File: src/shared/mac_backoff_pkg.sv
/*
  Shared constants for the transmit retry, collision back-off and receive
  pad-strip block: register offsets, field positions, reset values and limits.
  Assumes a 32-bit APB register bus and byte-wide receive data.
*/
package mac_backoff_pkg;
  // ****************************************
  // Register map.
  // ****************************************
  localparam logic [7:0] CTRL_OFFSET = 8'h00;
  localparam logic [7:0] IRQ_STATUS_OFFSET = 8'h04;
  localparam logic [7:0] IRQ_MASK_OFFSET = 8'h08;
  localparam logic [7:0] TX_STATUS_OFFSET = 8'h0c;
  localparam logic [7:0] LFSR_OFFSET = 8'h10;

  // ****************************************
  // Field positions and reset values.
  // ****************************************
  localparam int SINGLE_ATTEMPT_BIT = 10;
  localparam int PAD_STRIP_BIT = 8;
  localparam int BACKOFF_LIMIT_LSB = 6;
  localparam int IRQ_TX_OK_BIT = 0;
  localparam int IRQ_RETRY_ERR_BIT = 1;
  localparam int IRQ_RX_STRIP_BIT = 2;
  localparam int TX_STATUS_ERR_BIT = 8;
  localparam logic [31:0] CTRL_RESET = 32'h0000_0000;
  localparam logic [2:0] IRQ_MASK_RESET = 3'h0;
  localparam logic [19:0] LFSR_SEED = 20'h00001;

  // ****************************************
  // Limits.
  // ****************************************
  localparam logic [4:0] MAX_ATTEMPTS = 5'h10;
  localparam logic [3:0] BACKOFF_K_MAX = 4'ha;
  localparam logic [3:0] LIMIT_BITS_00 = 4'ha;
  localparam logic [3:0] LIMIT_BITS_01 = 4'h8;
  localparam logic [3:0] LIMIT_BITS_10 = 4'h4;
  localparam logic [3:0] LIMIT_BITS_11 = 4'h1;
  localparam logic [15:0] MIN_LENGTH_FIELD = 16'h002e;
  localparam logic [10:0] LEN_HI_INDEX = 11'h00c;
  localparam logic [10:0] LEN_LO_INDEX = 11'h00d;

  typedef enum logic [1:0] {
    TX_IDLE = 2'b00,
    TX_ATTEMPT = 2'b01,
    TX_BACKOFF = 2'b11,
    TX_REPORT = 2'b10
  } tx_state_e;
endpackage

File: src/verilog/backoff_lfsr.sv
/*
  Free-running 20-bit maximal-length shift register used as the random source.
  Assumes one clock and an asynchronous active-low reset.
*/
`timescale 1ns/1ps
module backoff_lfsr
  import mac_backoff_pkg::*;
(
  input wire logic mclk,
  input wire logic rst_n,
  output logic [19:0] lfsr
);
  typedef struct packed {
    logic [19:0] value;
  } lfsr_s;

  lfsr_s s;
  lfsr_s next_s;

  // It steps every cycle so that draws at different collisions stay apart.
  always_comb begin
    next_s = s;
    next_s.value = {s.value[18:0], s.value[19] ^ s.value[16]};
  end

  always_ff @(posedge mclk or negedge rst_n) begin
    if (!rst_n) begin
      s <= '{value: LFSR_SEED};
    end else begin
      s <= next_s;
    end
  end

  assign lfsr = s.value;
endmodule

File: src/verilog/mac_retry_backoff.sv
/*
  Transmit retry control with random collision back-off, and receive pad and
  FCS stripping, behind an APB register slave with one interrupt output.
  Assumes a slot-time enable pulse from outside, attempt outcome pulses from
  the medium side and an unstalled byte stream on the receive side.
*/
// Chosen here: the APB interface to the registers and the address map.
// Behaviour
// With single-attempt set, each frame gets exactly one attempt and no retransmission.
// In single-attempt mode a collision drops the frame, moves on and reports a retry error.
// With single-attempt clear, a frame gets up to 16 attempts before a retry error.
// With stripping on, a frame with length field below 46 loses its pad and FCS.
// With stripping on, a frame with length field 46 or more passes whole with FCS.
// With stripping off, every frame passes unmodified.
// After a collision the retry waits r slot times, r below two to the power K.
// K is the smaller of the frame's retry count and ten.
// The random value comes from a 20-bit linear feedback shift register.
// The low K bits of the shift register count down once per slot time to zero.
// The two-bit back-off limit at bits 7-6 caps the bits used; 00 selects 10.
// Limit codes 01, 10 and 11 cap the bits used at 8, 4 and 1.
// The shift register steps every clock regardless of transmit activity.
`timescale 1ns/1ps
module mac_retry_backoff
  import mac_backoff_pkg::*;
(
  input wire logic mclk,
  input wire logic rst_n,
  input wire logic psel,
  input wire logic penable,
  input wire logic pwrite,
  input wire logic [7:0] paddr,
  input wire logic [31:0] pwdata,
  output logic [31:0] prdata,
  output logic pready,
  output logic pslverr,
  output logic irq,
  input wire logic tx_pending,
  input wire logic slot_tick,
  input wire logic tx_collision,
  input wire logic tx_attempt_ok,
  output logic tx_attempt_start,
  output logic tx_status_valid,
  output logic tx_status_retry_error,
  output logic [4:0] tx_status_attempts,
  input wire logic rx_in_valid,
  input wire logic [7:0] rx_in_data,
  input wire logic rx_in_last,
  output logic rx_out_valid,
  output logic [7:0] rx_out_data,
  output logic rx_out_last
);
  // ****************************************
  // Helpers.
  // ****************************************
  function automatic logic [3:0] limit_bits(input logic [1:0] code);
    case (code)
      2'b00: limit_bits = LIMIT_BITS_00;
      2'b01: limit_bits = LIMIT_BITS_01;
      2'b10: limit_bits = LIMIT_BITS_10;
      default: limit_bits = LIMIT_BITS_11;
    endcase
  endfunction

  function automatic logic [3:0] min4(input logic [3:0] a, input logic [3:0] b);
    min4 = (a < b) ? a : b;
  endfunction

  function automatic logic [9:0] low_mask(input logic [3:0] n);
    logic [10:0] t;
    t = (11'h001 << n) - 11'h001;
    low_mask = t[9:0];
  endfunction

  // ****************************************
  // State.
  // ****************************************
  typedef struct packed {
    tx_state_e state;
    logic single_attempt_select;
    logic rx_pad_strip_enable;
    logic [1:0] backoff_bit_limit;
    logic [2:0] irq_status;
    logic [2:0] irq_mask;
    logic [4:0] attempts;
    logic [9:0] backoff_cnt;
    logic tx_start;
    logic status_valid;
    logic status_err;
    logic [4:0] status_attempts;
    logic [31:0] rdata;
    logic [10:0] rx_idx;
    logic [7:0] rx_len_hi;
    logic rx_strip;
    logic [6:0] rx_end;
    logic rx_drop;
    logic out_valid;
    logic [7:0] out_data;
    logic out_last;
  } core_s;

  core_s s;
  core_s next_s;
  logic [19:0] lfsr;
  logic [3:0] k_bits;
  logic [3:0] use_bits;
  logic [9:0] draw;
  logic wr_en;
  logic mapped;
  logic [15:0] len_field;
  logic strip_now;
  logic [6:0] end_now;
  logic rx_last_now;
  logic [2:0] irq_set;

  backoff_lfsr rng (
    .mclk(mclk),
    .rst_n(rst_n),
    .lfsr(lfsr)
  );

  // K follows the attempt count; the limit field can only narrow it further.
  assign k_bits = min4({3'h0, s.attempts[4]} | s.attempts[3:0] & {4{~s.attempts[4]}},
    BACKOFF_K_MAX);
  assign use_bits = min4(k_bits, limit_bits(s.backoff_bit_limit));
  assign draw = lfsr[9:0] & low_mask(use_bits);

  assign mapped = paddr == CTRL_OFFSET || paddr == IRQ_STATUS_OFFSET ||
    paddr == IRQ_MASK_OFFSET || paddr == TX_STATUS_OFFSET || paddr == LFSR_OFFSET;
  assign wr_en = psel && penable && pwrite && mapped;
  assign len_field = {s.rx_len_hi, rx_in_data};

  always_comb begin
    strip_now = s.rx_strip;
    end_now = s.rx_end;
    if (s.rx_idx == LEN_LO_INDEX) begin
      strip_now = s.rx_pad_strip_enable && len_field < MIN_LENGTH_FIELD;
      end_now = 7'h0d + {1'b0, rx_in_data[5:0]};
    end
    rx_last_now = rx_in_last || (strip_now && s.rx_idx == {4'h0, end_now});
  end

  // ****************************************
  // Next state.
  // ****************************************
  always_comb begin
    next_s = s;
    irq_set = 3'h0;
    next_s.tx_start = 1'b0;
    next_s.status_valid = 1'b0;
    next_s.out_valid = 1'b0;
    next_s.out_last = 1'b0;

    case (s.state)
      TX_IDLE: begin
        if (tx_pending) begin
          next_s.tx_start = 1'b1;
          next_s.attempts = 5'h01;
          next_s.state = TX_ATTEMPT;
        end
      end
      TX_ATTEMPT: begin
        if (tx_collision) begin
          if (s.single_attempt_select || s.attempts == MAX_ATTEMPTS) begin
            next_s.status_err = 1'b1;
            next_s.status_attempts = s.attempts;
            next_s.status_valid = 1'b1;
            irq_set[IRQ_RETRY_ERR_BIT] = 1'b1;
            next_s.state = TX_REPORT;
          end else if (draw == 10'h000) begin
            next_s.tx_start = 1'b1;
            next_s.attempts = s.attempts + 5'h01;
          end else begin
            next_s.backoff_cnt = draw;
            next_s.state = TX_BACKOFF;
          end
        end else if (tx_attempt_ok) begin
          next_s.status_err = 1'b0;
          next_s.status_attempts = s.attempts;
          next_s.status_valid = 1'b1;
          irq_set[IRQ_TX_OK_BIT] = 1'b1;
          next_s.state = TX_REPORT;
        end
      end
      TX_BACKOFF: begin
        if (slot_tick) begin
          next_s.backoff_cnt = s.backoff_cnt - 10'h001;
          if (s.backoff_cnt == 10'h001) begin
            next_s.tx_start = 1'b1;
            next_s.attempts = s.attempts + 5'h01;
            next_s.state = TX_ATTEMPT;
          end
        end
      end
      TX_REPORT: begin
        // One idle cycle lets the queue drop its request after the status pulse.
        next_s.state = TX_IDLE;
      end
      default: begin
        next_s.state = TX_IDLE;
      end
    endcase

    if (rx_in_valid) begin
      if (s.rx_idx == LEN_HI_INDEX) begin
        next_s.rx_len_hi = rx_in_data;
      end
      if (s.rx_idx == LEN_LO_INDEX) begin
        next_s.rx_strip = strip_now;
        next_s.rx_end = end_now;
      end
      if (!s.rx_drop) begin
        next_s.out_valid = 1'b1;
        next_s.out_data = rx_in_data;
        next_s.out_last = rx_last_now;
        if (rx_last_now && !rx_in_last) begin
          next_s.rx_drop = 1'b1;
        end
      end
      if (s.rx_idx != 11'h7ff) begin
        next_s.rx_idx = s.rx_idx + 11'h001;
      end
      if (rx_in_last) begin
        irq_set[IRQ_RX_STRIP_BIT] = strip_now;
        next_s.rx_idx = 11'h000;
        next_s.rx_drop = 1'b0;
        next_s.rx_strip = 1'b0;
      end
    end

    // ****************************************
    // Register access.
    // ****************************************
    if (psel && !penable) begin
      case (paddr)
        CTRL_OFFSET: next_s.rdata = {21'h0, s.single_attempt_select, 1'b0,
          s.rx_pad_strip_enable, s.backoff_bit_limit, 6'h00};
        IRQ_STATUS_OFFSET: next_s.rdata = {29'h0, s.irq_status};
        IRQ_MASK_OFFSET: next_s.rdata = {29'h0, s.irq_mask};
        TX_STATUS_OFFSET: next_s.rdata = {23'h0, s.status_err, 3'h0, s.status_attempts};
        LFSR_OFFSET: next_s.rdata = {12'h000, lfsr};
        default: next_s.rdata = 32'h0000_0000;
      endcase
    end
    // Status bits set by an event in the clearing cycle stay set.
    next_s.irq_status = s.irq_status | irq_set;
    if (wr_en) begin
      case (paddr)
        CTRL_OFFSET: begin
          next_s.single_attempt_select = pwdata[SINGLE_ATTEMPT_BIT];
          next_s.rx_pad_strip_enable = pwdata[PAD_STRIP_BIT];
          next_s.backoff_bit_limit = pwdata[BACKOFF_LIMIT_LSB +: 2];
        end
        IRQ_STATUS_OFFSET: next_s.irq_status = (s.irq_status & ~pwdata[2:0]) | irq_set;
        IRQ_MASK_OFFSET: next_s.irq_mask = pwdata[2:0];
        default: begin
        end
      endcase
    end
  end

  always_ff @(posedge mclk or negedge rst_n) begin
    if (!rst_n) begin
      s <= '0;
      s.state <= TX_IDLE;
      s.single_attempt_select <= CTRL_RESET[SINGLE_ATTEMPT_BIT];
      s.rx_pad_strip_enable <= CTRL_RESET[PAD_STRIP_BIT];
      s.backoff_bit_limit <= CTRL_RESET[BACKOFF_LIMIT_LSB +: 2];
      s.irq_mask <= IRQ_MASK_RESET;
    end else begin
      s <= next_s;
    end
  end

  assign pready = 1'b1;
  assign pslverr = psel && penable && !mapped;
  assign prdata = s.rdata;
  assign irq = |(s.irq_status & s.irq_mask);
  assign tx_attempt_start = s.tx_start;
  assign tx_status_valid = s.status_valid;
  assign tx_status_retry_error = s.status_err;
  assign tx_status_attempts = s.status_attempts;
  assign rx_out_valid = s.out_valid;
  assign rx_out_data = s.out_data;
  assign rx_out_last = s.out_last;
endmodule
File: config.mk
export PLATFORM = sky130hd
export DESIGN_NAME = mac_retry_backoff
export DESIGN_NICKNAME = d
export VERILOG_FILES = /design/src/shared/mac_backoff_pkg.sv /design/src/verilog/backoff_lfsr.sv /design/src/verilog/mac_retry_backoff.sv
export SDC_FILE = /design/constraint.sdc
export NUM_CORES = 1
export LEC_CHECK = 0
export BUFFER_PORTS_ARGS = -buffer_cell sky130_fd_sc_hd__buf_2
export CELL_PAD_IN_SITES_DETAIL_PLACEMENT = 1
export CELL_PAD_IN_SITES_GLOBAL_PLACEMENT = 1
export CORE_ASPECT_RATIO = 1.1
export CORE_MARGIN = 2
export CORE_UTILIZATION = 30
export CTS_BUF_LIST = sky130_fd_sc_hd__clkbuf_16
export CTS_CLUSTER_SIZE = 25
export DETAILED_ROUTE_END_ITERATION = 7
export MAX_ROUTING_LAYER = met4
export PLACE_DENSITY_LB_ADDON = 0.1
export SLEW_MARGIN = 10
export SYNTH_ARGS = -nofsm -noshare
export SYNTH_HDL_FRONTEND = slang
export SYNTH_SLANG_ARGS = --single-unit
export TNS_END_PERCENT = 1
File: constraint.sdc
create_clock -name mclk -period 4.2 [get_ports mclk]
set_clock_uncertainty 0.1 [all_clocks]
set_input_delay 0.21 -clock mclk [delete_from_list [all_inputs] [get_ports mclk]]
set_output_delay 0.21 -clock mclk [all_outputs]
set_load 0.1 [all_outputs]
==> run metrics <==
Skew-Pair Late Insertion Delay=~0.42 ns; Hold Crit Start=rx_in_data[3]; Rows=53; slowest CP cell=or4_4; Critical Path AT=4.36 ns; die width=138 um; Seq pwr share=0.306; Distinct cells, synth=61; Net count, final=roughly 800; Bufs on Longest Clock Path=2; r2r setup slk=0.09 ns; worst hold endpoint=rx_out_data[3]; io pins=112; RSZ-0062 raised after global routing=true; P_leak=around 0.0035 uW; Overall Power=~4400 uW; Placed Cells=roughly 900; vias in the first global route=5161; Hold Path Class=in -> reg; Placement Cell Area=6520 um^2; CP Max Fanout=6; Worst R2R End=s[91]; post-DP HPWL=around 12000 um; CTS sink cnt=113; Fin Hold WS=approximately 0.028 ns; mean area per synthesized cell=just under 10 um^2; first-pass GRT wire length=between 20000 and 30000 um; register area share after synthesis=0.476; CP Cell Sequence=buf_4 -> nand2b_4 -> ha_4 -> o211ai_1 -> buf_4 -> nand2_4 -> a211oi_2 -> or2_4 -> or4_4 -> ha_4 -> a22o_1 -> a211oi_2 -> a311oi_2 -> a2111oi_4 -> a31oi_1 -> buf_4 -> or4_4 -> nand3_2; layout cell share with drive strength beyond 1=0.298; reg2reg path depth=18; highest clock rate=about 240 MHz; reg2reg start=s[99]; Worst Max-Slew Pin Slew=1.07 ns; Rel. slew slack=0.287; clk slew on worst S/H paths=0.06 ns; core footprint=a little under 20000 um^2; clock group share of total power=0.318; Psw=approximately 1800 uW; Metal-1 WL=7070 um; Yosys warning count=0; Final ANT Viol Nets=0; clk root buf=clkbuf_16; Pint=2640 uW; count leader, synth=dfrtp_1; CTS tree=yes; area delta synth->final=25.7%; fin area=around 7500 um^2; number of synthesized flops with an enable pin=0; top routing layer used=met4; Finished Layout Cells=973; Final setup viols=0; hold path cells=2; met2 WL=about 8600 um; largest net degree at the start of global routing=46; Via density=between 4 and 5; largest vdd supply drop=between 0.3 and 0.4 mV; grt ovf=0; Die Ht=between 150 and 200 um; critical path class=reg -> reg; final core utilization=0.388; ys async rst share=1.00; crit path launch type=flip-flop; Final Max Tran Viols=0; max cap viols=0; Post-route DRC=0; critical path's largest stage delay=around 0.5 ns; gr usage total=0.170; number of synthesized register bits=between 100 and 150; combinational share of power=0.376; library cell with the largest summed area after synthesis=dfrtp_1; Avg WL per Cell=approximately 17 um; met3 routed WL=about 550 um; status=complete, no violations; Worst Path Required=4.44 ns; Starting Density=0.309; vias=approximately 4800; Mapped Area=slightly below 6000 um^2; Cells after Synth=approximately 620; antenna fix cells=0; RePlAce Congestion=slightly below 0.9; post-synth top area share=0.472; Pwr Density=between 500 and 600 nW/um^2; top post-synthesis cells by count=112 x dfrtp_1, 83 x nand2_1, 49 x nor2_1, 46 x buf_4, 46 x o21ai_0; Net Sw Frac=0.405; Max H-tree Level=4; Tcrit/Tclk final=0.980; CTS buffer count=17; Port Buffers=between 70 and 80; Top cell by count, worst path=buf_4; CP endpoint kind=flip-flop; total wire length=16700 um; TritonRoute pass-1 iters=4; Final min period=~4.1 ns; Hold Fails Final Rpt=0; initial antenna violation count=0; ys flop type=dfrtp_1; top cells by area, synth=dfrtp_1 47%, buf_4 5.8%, mux2_2 5.3%, nand2_1 5.2%, o21ai_0 3.9%; Initial DRC Count=about 140; full die area=20900 um^2
[layout by cell type, fill, tap and decap left out, types with 5 or more instances in the layout]
| master | count |
|---|---|
| a21oi_1 | 23 |
| a222oi_1 | 5 |
| a22oi_1 | 9 |
| a31oi_1 | 5 |
| and2_1 | 6 |
| and3_1 | 6 |
| buf_2 | 72 |
| buf_4 | 48 |
| clkbuf_16 | 17 |
| conb_1 | 13 |
| dfrtp_1 | 109 |
| dlygate4sd3_1 | 15 |
| ha_1 | 9 |
| inv_1 | 17 |
| inv_6 | 6 |
| mux2_2 | 28 |
| mux2i_1 | 6 |
| nand2_1 | 81 |
| nand2b_1 | 5 |
| nand3_1 | 14 |
| nand4_1 | 7 |
| nor2_1 | 47 |
| nor3_1 | 14 |
| nor4_1 | 7 |
| o21ai_0 | 41 |
| o21ai_1 | 7 |
| xnor2_1 | 14 |
| xor2_1 | 9 |
[worst max-delay path: cells and delay by family, from the launching register on]
family / cells / cell delay [ns]
AO/OA/AOI/OAI: 7 / 1.13
adder cells (fa/ha/maj): 2 / 0.46
buffers and inverters: 3 / 0.49
flip-flops: 1 / 0.40
AND/OR/NAND/NOR: 6 / 1.47
[sequential cells by signal, summed over array words and instances, names as in the netlist, 5 cells and up]
register,count
s,47
rx_out_data,8
rng.lfsr,20
len_field,8
tx_status_attempts,5
prdata,20
[logic make-up (layout without fill, tap and decap cells)]
kind of cell / Yosys count / count (layout) / synth area share
adder cells (fa/ha/maj): 13 / 13 / 0.0274
AO/OA/AOI/OAI: 129 / 129 / 0.141
multiplexers: 34 / 34 / 0.0632
AND/OR/NAND/NOR: 216 / 216 / 0.170
other: 2 / 13 / 0.00126
buffers and inverters: 88 / 185 / 0.0866
flip-flops: 113 / 113 / 0.476
XOR/XNOR: 23 / 23 / 0.0339
[stage by stage]
stage / TNS, ns / setup slack [ns]
floorplan: 0 / 0.0153
global placement: -0.0705 / -0.0398
detailed placement: -0.901 / -0.122
CTS: -0.143 / -0.0720
global route: -0.517 / -0.0948
finish: 0 / 0.0855
[worst max path at each step]
stage / start / to / slack [ns] / depth (start not counted)
finish: s[99] / s[91] / 0.09 / 18
global route: s[91] / s[78] / -0.09 / 17
CTS: s[99] / s[92] / -0.07 / 16
detailed placement: s[91] / s[78] / -0.12 / 17
global placement: s[91] / s[92] / -0.04 / 17
floorplan: s[100] / s[91] / 0.02 / 18
[per-layer routing]
| metal | vias to the layer above | GRT usage |
|---|---|---|
| li1 | 2300 | - |
| met1 | 2377 | 0.192 |
| met2 | 76 | 0.294 |
| met3 | 28 | 0.0427 |
| met4 | 0 | 0.0668 |
| met5 | - | - |
[power by group through the flow]
stage,Sequential [uW],Combinational [uW],Clock (uW)
floorplan,1430,1090,0
global route,1380,1820,1500
global placement,1370,1500,0
detailed placement,1380,1540,0
finish,1360,1670,1410
CTS,1360,1620,1460
[final cells by class]
| type | count | area, um^2 |
|---|---|---|
| fill | 2188 | 11800 |
| sequential | 113 | 2830 |
| multi-input combinational | 428 | 2810 |
| timing repair buffer | 135 | 871 |
| clock buffer | 17 | 425 |
| tap | 247 | 309 |
| clock inverter | 15 | 150 |
| inverter | 18 | 67.6 |
[repair_timing]
item | 4_1_cts | 5_1_grt
hold buffers | 15 | 0
setup buffers | 7 | 4
endpoints found under the hold margin | 61 | 0
setup endpoints to repair | 14 | 17
pin swaps | 10 | 11
gates resized for setup | 9 | 22
Note: power is estimated with default switching activity, not from simulation.
